File: config.mk
export PLATFORM = sky130hd
export DESIGN_NAME = dbmsh_top
export DESIGN_NICKNAME = d
export VERILOG_FILES = /design/src/common/dbmsh_pkg.sv /design/src/common/dbmsh_chan_if.sv /design/src/dbmsh_engine.sv /design/src/dbmsh_top.sv
export SDC_FILE = /design/constraint.sdc
export NUM_CORES = 1
export LEC_CHECK = 0
export ABC_AREA = 1
export BUFFER_PORTS_ARGS = -buffer_cell sky130_fd_sc_hd__buf_2
export CAP_MARGIN = 15
export CORE_MARGIN = 5
export CORE_UTILIZATION = 50
export DETAILED_ROUTE_END_ITERATION = 12
export GPL_ROUTABILITY_DRIVEN = 0
export HOLD_SLACK_MARGIN = 0.1
export MAX_ROUTING_LAYER = met4
export PLACE_DENSITY = 0.64
export SYNTH_ARGS = -nofsm -noshare
export SYNTH_HDL_FRONTEND = slang
export SYNTH_SLANG_ARGS = --single-unit
File: constraint.sdc
create_clock -name core_clk -period 4.1 [get_ports core_clk]
set_input_delay 0.82 -clock core_clk [delete_from_list [all_inputs] [get_ports core_clk]]
set_output_delay 0.82 -clock core_clk [all_outputs]
set_load 0.005 [all_outputs]
File: src/common/dbmsh_pkg.sv
// Purpose: shared constants for the dual bus master serial host
// Assumes: 125 MHz core clock, 8-bit serial register port
// Notes:   register indices are word numbers on the serial port
package dbmsh_pkg;
    // timing
    localparam int CLK_NS  = 8;
    localparam int BIT_NS  = 7350;
    localparam int BIT_CYC = BIT_NS / CLK_NS;
    // structure
    localparam int NCH        = 2;
    localparam int FIFO_DEPTH = 4;
    localparam int TXW        = 16;
    localparam int RXW        = 8;
    localparam int CRCW       = 4;
    localparam int AW         = 5;
    localparam int NREG       = 22;
    localparam logic [CRCW-1:0] CRC_POLY = 4'h3;
    localparam logic [CRCW-1:0] CRC_INIT = 4'h0;
    // register indices
    localparam int         CH_STRIDE  = 5;
    localparam logic [4:0] OFS_CTRL   = 5'h00;
    localparam logic [4:0] OFS_TXH    = 5'h01;
    localparam logic [4:0] OFS_TXL    = 5'h02;
    localparam logic [4:0] OFS_RXD    = 5'h03;
    localparam logic [4:0] OFS_STAT   = 5'h04;
    localparam logic [4:0] SPARE_BASE = 5'h0a;
    localparam logic [4:0] REG_LAST   = 5'h15;
    // command byte and control fields
    localparam int        CMD_WR_BIT  = 7;
    localparam int        CTRL_IEN_TX = 0;
    localparam int        CTRL_IEN_RX = 1;
    localparam int        CTRL_RUN    = 2;
    localparam logic [7:0] CTRL_RST   = 8'h00;
    localparam logic [7:0] SPARE_RST  = 8'h00;
    typedef enum logic [1:0] {ST_IDLE, ST_TX, ST_RX} dbmsh_eng_st_t;
endpackage

File: src/common/dbmsh_chan_if.sv
// Purpose: channel link between register side and protocol engine
// Assumes: dbmsh_pkg compiled first
// Notes:   push and pop are single-cycle strobes
`timescale 1ns/10ps
interface dbmsh_chan_if;
    logic                       push;
    logic [dbmsh_pkg::TXW-1:0]  push_data;
    logic                       pop;
    logic [dbmsh_pkg::RXW-1:0]  rx_data;
    logic                       tx_empty;
    logic                       tx_full;
    logic                       rx_ne;
    logic                       rx_full;
    logic                       busy;
    logic                       frame_done;
    logic                       crc_bad;
    modport eng (input push, push_data, pop, output rx_data, tx_empty,
                 tx_full, rx_ne, rx_full, busy, frame_done, crc_bad);
    modport ctl (output push, push_data, pop, input rx_data, tx_empty,
                 tx_full, rx_ne, rx_full, busy, frame_done, crc_bad);
endinterface

File: src/dbmsh_engine.sv
// Purpose: one bus channel: fifos, crc, bit timing, response capture
// Assumes: resp already synchronised to core_clk
// Notes:   frame is 16 data bits + crc out, 8 data bits + crc back
`timescale 1ns/10ps
module dbmsh_engine #(
    parameter int BIT_CYC = dbmsh_pkg::BIT_CYC,
    parameter int DEPTH   = dbmsh_pkg::FIFO_DEPTH
) (
    // clock and reset
    input  wire logic   core_clk,
    input  wire logic   arst_n,
    // control
    input  wire logic   run,
    input  wire logic   resp,
    dbmsh_chan_if.eng   cif,
    // physical layer
    output logic        idle_sel,
    output logic        level
);
    localparam int TXW = dbmsh_pkg::TXW;
    localparam int RXW = dbmsh_pkg::RXW;
    localparam int CW  = dbmsh_pkg::CRCW;
    localparam int PW  = $clog2(BIT_CYC);
    localparam int FA  = $clog2(DEPTH);
    localparam logic [PW-1:0] ZERO_LO = PW'(2 * BIT_CYC / 3);
    localparam logic [PW-1:0] ONE_LO  = PW'(BIT_CYC / 3);
    localparam logic [PW-1:0] SAMPLE  = PW'(5 * BIT_CYC / 6);
    localparam logic [PW-1:0] LAST    = PW'(BIT_CYC - 1);
    localparam logic [4:0]    TX_DL   = 5'(TXW - 1);
    localparam logic [4:0]    TX_END  = 5'(TXW + CW - 1);
    localparam logic [4:0]    RX_DL   = 5'(RXW - 1);
    localparam logic [4:0]    RX_END  = 5'(RXW + CW - 1);

    if (BIT_CYC < 6 || BIT_CYC > 4096 || DEPTH < 2 ||
        (DEPTH & (DEPTH - 1)) != 0) begin
        $error("dbmsh_engine: unsupported BIT_CYC or DEPTH");
    end

    function automatic logic [CW-1:0] crc_step(logic [CW-1:0] c, logic b);
        logic fb;
        fb = c[CW-1] ^ b;
        return {c[CW-2:0], 1'b0} ^ (fb ? dbmsh_pkg::CRC_POLY : '0);
    endfunction

    logic [TXW-1:0] txm [DEPTH];
    logic [RXW-1:0] rxm [DEPTH];
    logic [FA:0]    tx_wp_r, tx_rp_r, rx_wp_r, rx_rp_r;
    dbmsh_pkg::dbmsh_eng_st_t st_r;
    logic [PW-1:0]      phase_r;
    logic [4:0]         bitn_r;
    logic [TXW-1:0]     sh_r;
    logic [CW-1:0]      crc_r;
    logic [RXW+CW-1:0]  rxsh_r;
    logic               cur_bit_r;
    logic               done_r;
    logic               bad_r;
    logic [CW-1:0]      crc_nx;
    logic [TXW-1:0]     sh_nx;
    logic [RXW-1:0]     rx_word;

    // fifo flags
    assign cif.tx_empty = tx_wp_r == tx_rp_r;
    assign cif.tx_full  = (tx_wp_r[FA] != tx_rp_r[FA]) &&
                          (tx_wp_r[FA-1:0] == tx_rp_r[FA-1:0]);
    assign cif.rx_ne    = rx_wp_r != rx_rp_r;
    assign cif.rx_full  = (rx_wp_r[FA] != rx_rp_r[FA]) &&
                          (rx_wp_r[FA-1:0] == rx_rp_r[FA-1:0]);
    assign cif.rx_data  = rxm[rx_rp_r[FA-1:0]];
    assign cif.busy       = st_r != dbmsh_pkg::ST_IDLE;
    assign cif.frame_done = done_r;
    assign cif.crc_bad    = bad_r;

    assign crc_nx  = crc_step(crc_r, cur_bit_r);
    assign sh_nx   = (bitn_r == TX_DL) ? {crc_nx, {(TXW-CW){1'b0}}}
                                       : {sh_r[TXW-2:0], 1'b0};
    assign rx_word = rxsh_r[RXW+CW-1:CW];

    // fifo storage, four entries per direction
    always_ff @(posedge core_clk) begin
        if (cif.push && !cif.tx_full) begin
            txm[tx_wp_r[FA-1:0]] <= cif.push_data;
        end
        if (st_r == dbmsh_pkg::ST_RX && phase_r == LAST &&
            bitn_r == RX_END && rxsh_r[CW-1:0] == crc_r && !cif.rx_full) begin
            rxm[rx_wp_r[FA-1:0]] <= rx_word;
        end
    end

    // frame sequencer
    always_ff @(posedge core_clk or negedge arst_n) begin
        if (!arst_n) begin
            st_r      <= dbmsh_pkg::ST_IDLE;
            phase_r   <= '0;
            bitn_r    <= '0;
            sh_r      <= '0;
            crc_r     <= dbmsh_pkg::CRC_INIT;
            rxsh_r    <= '0;
            cur_bit_r <= 1'b1;
            done_r    <= 1'b0;
            bad_r     <= 1'b0;
            tx_wp_r   <= '0;
            tx_rp_r   <= '0;
            rx_wp_r   <= '0;
            rx_rp_r   <= '0;
        end else begin
            done_r <= 1'b0;
            bad_r  <= 1'b0;
            if (cif.push && !cif.tx_full) begin
                tx_wp_r <= tx_wp_r + 1'b1;
            end
            if (cif.pop && cif.rx_ne) begin
                rx_rp_r <= rx_rp_r + 1'b1;
            end
            unique case (st_r)
                dbmsh_pkg::ST_IDLE: begin
                    if (run && !cif.tx_empty) begin
                        sh_r      <= txm[tx_rp_r[FA-1:0]];
                        cur_bit_r <= txm[tx_rp_r[FA-1:0]][TXW-1];
                        tx_rp_r   <= tx_rp_r + 1'b1;
                        crc_r     <= dbmsh_pkg::CRC_INIT;
                        phase_r   <= '0;
                        bitn_r    <= '0;
                        st_r      <= dbmsh_pkg::ST_TX;
                    end
                end
                dbmsh_pkg::ST_TX: begin
                    phase_r <= phase_r + 1'b1;
                    if (phase_r == LAST) begin
                        phase_r <= '0;
                        bitn_r  <= bitn_r + 1'b1;
                        if (bitn_r <= TX_DL) begin
                            crc_r <= crc_nx;
                        end
                        sh_r      <= sh_nx;
                        cur_bit_r <= sh_nx[TXW-1];
                        if (bitn_r == TX_END) begin
                            bitn_r    <= '0;
                            crc_r     <= dbmsh_pkg::CRC_INIT;
                            cur_bit_r <= 1'b1;
                            st_r      <= dbmsh_pkg::ST_RX;
                        end
                    end
                end
                dbmsh_pkg::ST_RX: begin
                    phase_r <= phase_r + 1'b1;
                    if (phase_r == SAMPLE) begin
                        rxsh_r <= {rxsh_r[RXW+CW-2:0], resp};
                        if (bitn_r <= RX_DL) begin
                            crc_r <= crc_step(crc_r, resp);
                        end
                    end
                    if (phase_r == LAST) begin
                        phase_r <= '0;
                        bitn_r  <= bitn_r + 1'b1;
                        if (bitn_r == RX_END) begin
                            done_r <= 1'b1;
                            bad_r  <= rxsh_r[CW-1:0] != crc_r;
                            if (rxsh_r[CW-1:0] == crc_r && !cif.rx_full) begin
                                rx_wp_r <= rx_wp_r + 1'b1;
                            end
                            st_r <= dbmsh_pkg::ST_IDLE;
                        end
                    end
                end
            endcase
        end
    end

    // return-to-one bit shaping toward the driver
    always_ff @(posedge core_clk or negedge arst_n) begin
        if (!arst_n) begin
            idle_sel <= 1'b1;
            level    <= 1'b1;
        end else begin
            idle_sel <= st_r == dbmsh_pkg::ST_IDLE;
            if (st_r == dbmsh_pkg::ST_IDLE) begin
                level <= 1'b1;
            end else begin
                level <= phase_r >= (cur_bit_r ? ONE_LO : ZERO_LO);
            end
        end
    end
endmodule

File: src/dbmsh_top.sv
// Purpose: serial register port, interrupt and two bus channels
// Assumes: serial mode with capture on sclk rise, shift on sclk fall
// Notes:   command byte = write flag in bit 7, register index in 4:0
`timescale 1ns/10ps

module dbmsh_top #(
    parameter int BIT_CYC = dbmsh_pkg::BIT_CYC,
    parameter int DEPTH   = dbmsh_pkg::FIFO_DEPTH
) (
    // clock and reset
    input  wire logic                       core_clk,
    input  wire logic                       arst_n,
    // serial register port
    input  wire logic                       spi_cs_n,
    input  wire logic                       spi_sclk,
    input  wire logic                       spi_mosi,
    output logic                            spi_miso,
    output logic                            spi_miso_oe,
    // open-drain interrupt
    output logic                            irq_n,
    output logic                            irq_n_oe,
    // physical layer, one bit per channel
    output logic [dbmsh_pkg::NCH-1:0]       idle_signal_select,
    output logic [dbmsh_pkg::NCH-1:0]       signal_level_select,
    input  wire logic [dbmsh_pkg::NCH-1:0]  slave_response_detect
);
    localparam int NCH = dbmsh_pkg::NCH;

    if (NCH * dbmsh_pkg::CH_STRIDE > int'(dbmsh_pkg::SPARE_BASE)) begin
        $error("dbmsh_top: channel registers overlap spare registers");
    end

    // input synchronisers; stage 0 feeds stage 1 only
    logic [2:0]     cs_s;
    logic [2:0]     sck_s;
    logic [1:0]     mosi_s;
    logic [NCH-1:0] resp_m;
    logic [NCH-1:0] resp_s;

    always_ff @(posedge core_clk or negedge arst_n) begin
        if (!arst_n) begin
            cs_s   <= 3'h7;
            sck_s  <= 3'h0;
            mosi_s <= 2'h0;
            resp_m <= '0;
            resp_s <= '0;
        end else begin
            cs_s   <= {cs_s[1:0], spi_cs_n};
            sck_s  <= {sck_s[1:0], spi_sclk};
            mosi_s <= {mosi_s[0], spi_mosi};
            resp_m <= slave_response_detect;
            resp_s <= resp_m;
        end
    end

    logic cs_fall;
    logic cs_rise;
    logic sck_rise;
    logic sck_fall;

    assign cs_fall  = !cs_s[1] && cs_s[2];
    assign cs_rise  = cs_s[1] && !cs_s[2];
    assign sck_rise = sck_s[1] && !sck_s[2] && !cs_s[1] && !cs_s[2];
    assign sck_fall = !sck_s[1] && sck_s[2] && !cs_s[1] && !cs_s[2];

    // serial byte framing
    logic [2:0]                 bit_cnt_r;
    logic [7:0]                 sh_in_r;
    logic [7:0]                 sh_out_r;
    logic [dbmsh_pkg::AW-1:0]   addr_r;
    logic                       wr_r;
    logic                       first_r;
    logic                       seen_r;
    logic                       miso_r;
    logic                       miso_oe_r;
    logic [7:0]                 in_byte;
    logic                       byte_done;
    logic                       byte_end;
    logic                       wr_ev;
    logic                       rd_load;
    logic [dbmsh_pkg::AW-1:0]   rd_addr;
    logic [7:0]                 rdata;

    assign in_byte   = {sh_in_r[6:0], mosi_s[1]};
    assign byte_done = sck_rise && bit_cnt_r == 3'h7;
    // end of a serial byte: chip select rise or first rise of next byte
    assign byte_end  = cs_rise || (sck_rise && bit_cnt_r == 3'h0 && seen_r);
    assign wr_ev     = byte_done && !first_r && wr_r;
    assign rd_load   = byte_done &&
                       (first_r ? !in_byte[dbmsh_pkg::CMD_WR_BIT] : !wr_r);
    assign rd_addr   = first_r ? in_byte[dbmsh_pkg::AW-1:0]
                               : addr_r + 1'b1;

    always_ff @(posedge core_clk or negedge arst_n) begin
        if (!arst_n) begin
            bit_cnt_r <= 3'h0;
            sh_in_r   <= 8'h00;
            addr_r    <= '0;
            wr_r      <= 1'b0;
            first_r   <= 1'b1;
            seen_r    <= 1'b0;
        end else if (cs_fall) begin
            bit_cnt_r <= 3'h0;
            first_r   <= 1'b1;
            seen_r    <= 1'b0;
        end else if (sck_rise) begin
            sh_in_r   <= in_byte;
            bit_cnt_r <= bit_cnt_r + 1'b1;
            if (byte_done) begin
                seen_r  <= 1'b1;
                first_r <= 1'b0;
                if (first_r) begin
                    addr_r <= in_byte[dbmsh_pkg::AW-1:0];
                    wr_r   <= in_byte[dbmsh_pkg::CMD_WR_BIT];
                end else begin
                    addr_r <= addr_r + 1'b1;
                end
            end
        end
    end

    // read data shifts out msb first, changing on falling edges
    always_ff @(posedge core_clk or negedge arst_n) begin
        if (!arst_n) begin
            sh_out_r  <= 8'h00;
            miso_r    <= 1'b0;
            miso_oe_r <= 1'b0;
        end else begin
            miso_oe_r <= !cs_s[1];
            if (cs_fall) begin
                sh_out_r <= 8'h00;
                miso_r   <= 1'b0;
            end else if (byte_done) begin
                sh_out_r <= rd_load ? rdata : 8'h00;
            end else if (sck_fall) begin
                miso_r   <= sh_out_r[7];
                sh_out_r <= {sh_out_r[6:0], 1'b0};
            end
        end
    end

    assign spi_miso    = miso_r;
    assign spi_miso_oe = miso_oe_r;

    // spare registers fill out the map
    logic [7:0] spare_r [dbmsh_pkg::SPARE_BASE:dbmsh_pkg::REG_LAST];

    always_ff @(posedge core_clk or negedge arst_n) begin
        if (!arst_n) begin
            for (int i = dbmsh_pkg::SPARE_BASE; i <= dbmsh_pkg::REG_LAST; i++)
            begin
                spare_r[i] <= dbmsh_pkg::SPARE_RST;
            end
        end else if (wr_ev && addr_r >= dbmsh_pkg::SPARE_BASE &&
                     addr_r <= dbmsh_pkg::REG_LAST) begin
            spare_r[addr_r] <= in_byte;
        end
    end

    // per-channel views for the read mux
    logic [7:0]     ctrl_w [NCH];
    logic [7:0]     txh_w  [NCH];
    logic [7:0]     rxd_w  [NCH];
    logic [7:0]     stat_w [NCH];
    logic [NCH-1:0] irq_req;

    always_comb begin
        rdata = 8'h00;
        for (int c = 0; c < NCH; c++) begin
            if (rd_addr == 5'(c * dbmsh_pkg::CH_STRIDE) + dbmsh_pkg::OFS_CTRL)
                rdata = ctrl_w[c];
            if (rd_addr == 5'(c * dbmsh_pkg::CH_STRIDE) + dbmsh_pkg::OFS_TXH)
                rdata = txh_w[c];
            if (rd_addr == 5'(c * dbmsh_pkg::CH_STRIDE) + dbmsh_pkg::OFS_RXD)
                rdata = rxd_w[c];
            if (rd_addr == 5'(c * dbmsh_pkg::CH_STRIDE) + dbmsh_pkg::OFS_STAT)
                rdata = stat_w[c];
        end
        if (rd_addr >= dbmsh_pkg::SPARE_BASE &&
            rd_addr <= dbmsh_pkg::REG_LAST) begin
            rdata = spare_r[rd_addr];
        end
    end

    for (genvar g = 0; g < NCH; g++) begin : g_ch
        localparam logic [4:0] BASE = 5'(g * dbmsh_pkg::CH_STRIDE);

        dbmsh_chan_if cif ();

        logic [7:0] channel_control_reg;
        logic [7:0] txh_r;
        logic       it_tx_r;
        logic       it_rx_r;
        logic       crc_err_r;

        // write to the low transmit byte queues a whole frame word
        assign cif.push      = wr_ev && addr_r == BASE + dbmsh_pkg::OFS_TXL;
        assign cif.push_data = {txh_r, in_byte};
        assign cif.pop       = rd_load && rd_addr == BASE + dbmsh_pkg::OFS_RXD;

        always_ff @(posedge core_clk or negedge arst_n) begin
            if (!arst_n) begin
                channel_control_reg <= dbmsh_pkg::CTRL_RST;
                txh_r               <= 8'h00;
            end else if (wr_ev) begin
                if (addr_r == BASE + dbmsh_pkg::OFS_CTRL)
                    channel_control_reg <= in_byte;
                if (addr_r == BASE + dbmsh_pkg::OFS_TXH)
                    txh_r <= in_byte;
            end
        end

        // sticky events: a set in the same cycle as a clear wins
        always_ff @(posedge core_clk or negedge arst_n) begin
            if (!arst_n) begin
                it_tx_r   <= 1'b0;
                it_rx_r   <= 1'b0;
                crc_err_r <= 1'b0;
            end else begin
                if (cif.frame_done && cif.tx_empty)
                    it_tx_r <= 1'b1;
                else if (byte_end && !cif.tx_empty)
                    it_tx_r <= 1'b0;
                if (cif.frame_done && cif.rx_ne)
                    it_rx_r <= 1'b1;
                else if (byte_end && !cif.rx_ne)
                    it_rx_r <= 1'b0;
                if (cif.crc_bad)
                    crc_err_r <= 1'b1;
                else if (rd_load && rd_addr == BASE + dbmsh_pkg::OFS_STAT)
                    crc_err_r <= 1'b0;
            end
        end

        assign irq_req[g] =
            (it_tx_r && channel_control_reg[dbmsh_pkg::CTRL_IEN_TX]) ||
            (it_rx_r && channel_control_reg[dbmsh_pkg::CTRL_IEN_RX]);

        assign ctrl_w[g] = channel_control_reg;
        assign txh_w[g]  = txh_r;
        assign rxd_w[g]  = cif.rx_data;
        assign stat_w[g] = {it_rx_r, it_tx_r, cif.busy, crc_err_r,
                            cif.rx_full, cif.rx_ne, cif.tx_full, cif.tx_empty};

        dbmsh_engine #(
            .BIT_CYC (BIT_CYC),
            .DEPTH   (DEPTH)
        ) u_eng (
            .core_clk (core_clk),
            .arst_n   (arst_n),
            .run      (channel_control_reg[dbmsh_pkg::CTRL_RUN]),
            .resp     (resp_s[g]),
            .cif      (cif.eng),
            .idle_sel (idle_signal_select[g]),
            .level    (signal_level_select[g])
        );
    end

    // open-drain pin: only ever pulls low
    logic irq_n_r;
    logic irq_oe_r;

    always_ff @(posedge core_clk or negedge arst_n) begin
        if (!arst_n) begin
            irq_n_r  <= 1'b0;
            irq_oe_r <= 1'b0;
        end else begin
            irq_n_r  <= 1'b0;
            irq_oe_r <= |irq_req;
        end
    end

    assign irq_n    = irq_n_r;
    assign irq_n_oe = irq_oe_r;
endmodule

==> flow_metrics.py <==
metrics = {
    "global_route": {
        "grt.total_usage_pct": 21.7,
        "grt_pass1_vias": 15327,
        "antenna_found_initial": 0,
        "gr-total-overflow": 0,
        "grt_max_degree": 97,
        "grt_pass1_wl_um": 84600,
    },
    "logic_synthesis": {
        "synth_commonest_cells": "503 x nand2_1, 295 x dfrtp_1, 285 x o21ai_0, 200 x nor2_1, 192 x edfxtp_1",
        "yosys_warnings": 0,
        "synth_xor_area_share_pct": 1.40,
        "synthTopCellsByArea": "dfrtp_1 33%, edfxtp_1 26%, nand2_1 8.4%",
        "ys_types": 64,
        "synthFlopType": "dfrtp_1",
        "synth-simple-area-share_pct": 16.8,
        "synth_most_common_cell": "nand2_1",
        "syn_nets": 2344,
        "syn_inst": 2284,
        "synth_compound_area_share_pct": 13.1,
        "post_synth.cell_area_avg_sq_um": 9.83,
        "synthAdderAreaFrac_pct": 2.95,
        "synth_edf_count": 192,
        "synth_top_family_by_area": "simple AND/OR/NAND/NOR gates",
        "synth_top_area_cell": "dfrtp_1",
        "synth_seq_cells": 497,
        "synthMuxAreaShare_pct": 0.819,
        "async_flop_share_pct": 61.4,
        "synth_area_sq_mm": 0.0224,
        "synth_top_area_share_pct": 32.9,
        "yosysSeqAreaShare_pct": 59.7,
    },
    "power_and_ir_drop": {
        "leakage_nw": 10.3,
        "power_density_mw_per_mm2": 432,
        "peakVddDrop_v": 0.000309,
    },
    "sta": {
        "timing.final.crit_period_ns": 3.08,
        "rsz0062_at_grt": "false",
        "fmax_ghz": 0.325,
        "min_period_over_period_pct": 75.1,
        "fin_tns_setup_ns": 0,
        "max_slew_margin_pct": 24.6,
        "tightest_slew_ns": 1.13,
        "hold_viol": 0,
        "slew_viol_final": 0,
        "skew_ns": 0.0134,
        "setup_viol": 0,
        "setup_ws_ns": 1.02,
    },
    "die": {
        "coreArea_sq_mm": 0.0443,
        "io_pins": 15,
        "start_util_pct": 50.7,
        "core.rowCount": 77,
        "die_h_um": 222,
        "die_area_sq_mm": 0.0492,
        "dieWidth_um": 222,
    },
    "cts": {
        "holdBufCountCts": 0,
        "cts.sinks": 497,
        "path_clk_slew_ns": 0.06,
        "cts_buffers": 52,
        "clk_latency_ns": 0.59,
        "cts_resized": 0,
        "clock-root-buffer": "clkbuf_16",
        "h-tree-depth": 2,
        "cts_buffer_depth": 3,
        "cts_setup_buffers": 0,
        "cts_tree": "done",
    },
    "setup_path": {
        "cp.depth": 14,
        "r2r_cells": 14,
        "path_common_cell": "nand2_1",
        "end_kind": "register",
        "worstSetupStartpointType": "register",
        "cp_data_required_time_ns": 4.57,
        "cp_slowest_cell": "o21ai_2",
        "critical-path-top-delay-family": "simple AND/OR/NAND/NOR gates",
        "worstPathMaxFanout": 17,
        "crit_type": "reg2reg",
        "cpPeakStageDelay_ns": 0.70,
        "cp.arrival_ns": 3.55,
        "cp_num_buf_inv": 2,
        "crit_path_cell_trace": "o21ai_2, inv_2, nand2_2, inv_2, nand3_1, nor2_4, a21oi_1, nand4_1, nand2_1, nand2_1, nand2_1, nand2_1, nand2_1, nand2_1",
    },
    "run_status": {
        "status": "finished, final reports clean",
    },
    "detailed_routing": {
        "avgRoutedWirePerCell_um": 17.9,
        "wl_met2_um": 23900,
        "dr.first_iter.drc_count": 1467,
        "wl_met3_um": 2620,
        "wl_met1_um": 24100,
        "drc": 0,
        "ant_nets": 0,
        "topRoutingLayerUsed": "met4",
        "vias": 16141,
        "dr.pass1.iters": 7,
        "wirelength_um": 52300,
        "viasPerCell": 5.52,
    },
    "place": {
        "dp_hpwl_um": 34500,
        "port-buffer-count": 13,
        "dp_slack_ns": 1.06,
    },
    "job": {
        "drv_cap": 0,
    },
    "min_path": {
        "hp-class": "in2async",
    },
    "cells_and_area": {
        "antenna_cells": 0,
        "area.growth.synth_to_final_pct": 10.6,
        "nNetsFinal": 2352,
        "drive_gt1_share_pct": 10.1,
        "largest_reg_flops": 128,
    },
}
## cells in the final DEF, fill, tap and decap left out, types with 7 or more instances in the layout
master,instances
nand2_1,503
dfrtp_1,295
o21ai_0,285
nor2_1,200
edfxtp_1,192
inv_1,172
nand3_1,67
a21oi_1,67
o22ai_1,60
ha_1,53
clkbuf_16,53
nand4_1,28
buf_4,28
nor3_1,23
o21ai_1,20
xnor2_1,19
xor2_1,17
o21ai_2,16
mux2_2,15
inv_2,14
o211ai_1,13
clkbuf_8,12
buf_2,12
clkinv_1,11
nand2_2,11
a32o_1,11
or2_2,10
clkbuf_1,10
dfstp_2,10
clkinv_2,9
nor2_4,8
o221ai_1,7
## report_power, final
group / internal [mW] / switching, mW
clock network: 2.83 / 1.95
registers: 5.19 / 0.0472
logic: 0.162 / 0.546
total: 8.18 / 2.54
## routing by layer
metal | vias up | GRT usage (%)
li1 | 7778 | -
met1 | 7807 | 30.7
met2 | 435 | 32.8
met3 | 121 | 2.87
met4 | 0 | 7.34
met5 | - | -
## area by class of cell
| class | instances | area [sq um] |
|---|---|---|
| well taps | 592 | 741 |
| clock inverters | 20 | 208 |
| clock buffers | 75 | 1530 |
| repair buffers | 43 | 325 |
| fillers | 3859 | 19500 |
| multi-input cells | 1503 | 7870 |
| flip-flops and latches | 497 | 13400 |
| inverters | 195 | 737 |
## path summary, 6_finish.rpt
path	start	to	slack (ns)
min reg2reg	resp_m[1]$_DFF_PN0_	resp_s[1]$_DFF_PN0_	0.35
min	arst_n	g_ch[0].u_eng.rxsh_r[11]$_DFFE_PN0P_	0.28
max in group asynchronous	arst_n	g_ch[1].u_eng.idle_sel$_DFF_PN1_	2.88
min in group core_clk	spi_cs_n	cs_s[0]$_DFF_PN1_	0.33
max reg2reg	addr_r[0]$_DFFE_PN0P_	sh_out_r[1]$_DFFE_PN0P_	1.02
max	addr_r[0]$_DFFE_PN0P_	sh_out_r[1]$_DFFE_PN0P_	1.02
## cells by family after synthesis
group                    after synthesis
flip-flops                           497
buffers and inverters                284
other                                  1
AND/OR/NAND/NOR                      883
adder cells (fa/ha/maj)               53
XOR/XNOR                              36
AO/OA/AOI/OAI                        514
multiplexers                          16
## through the flow
stage,power (mW),std cells,instance area [sq um],util (%),hold WS [ns]
2_1_floorplan,5.75,2284,22400,-,0.331
3_3_place_gp,6.03,2830,23100,52.1,0.333
3_5_place_dp,6.03,2830,23100,52.1,0.346
4_1_cts,10.8,2925,24800,56.0,0.298
5_1_grt,11.1,2925,24800,56.0,0.312
6_report,10.7,2925,24800,56.0,0.281
No activity file was read; power rests on OpenSTA's default activity.
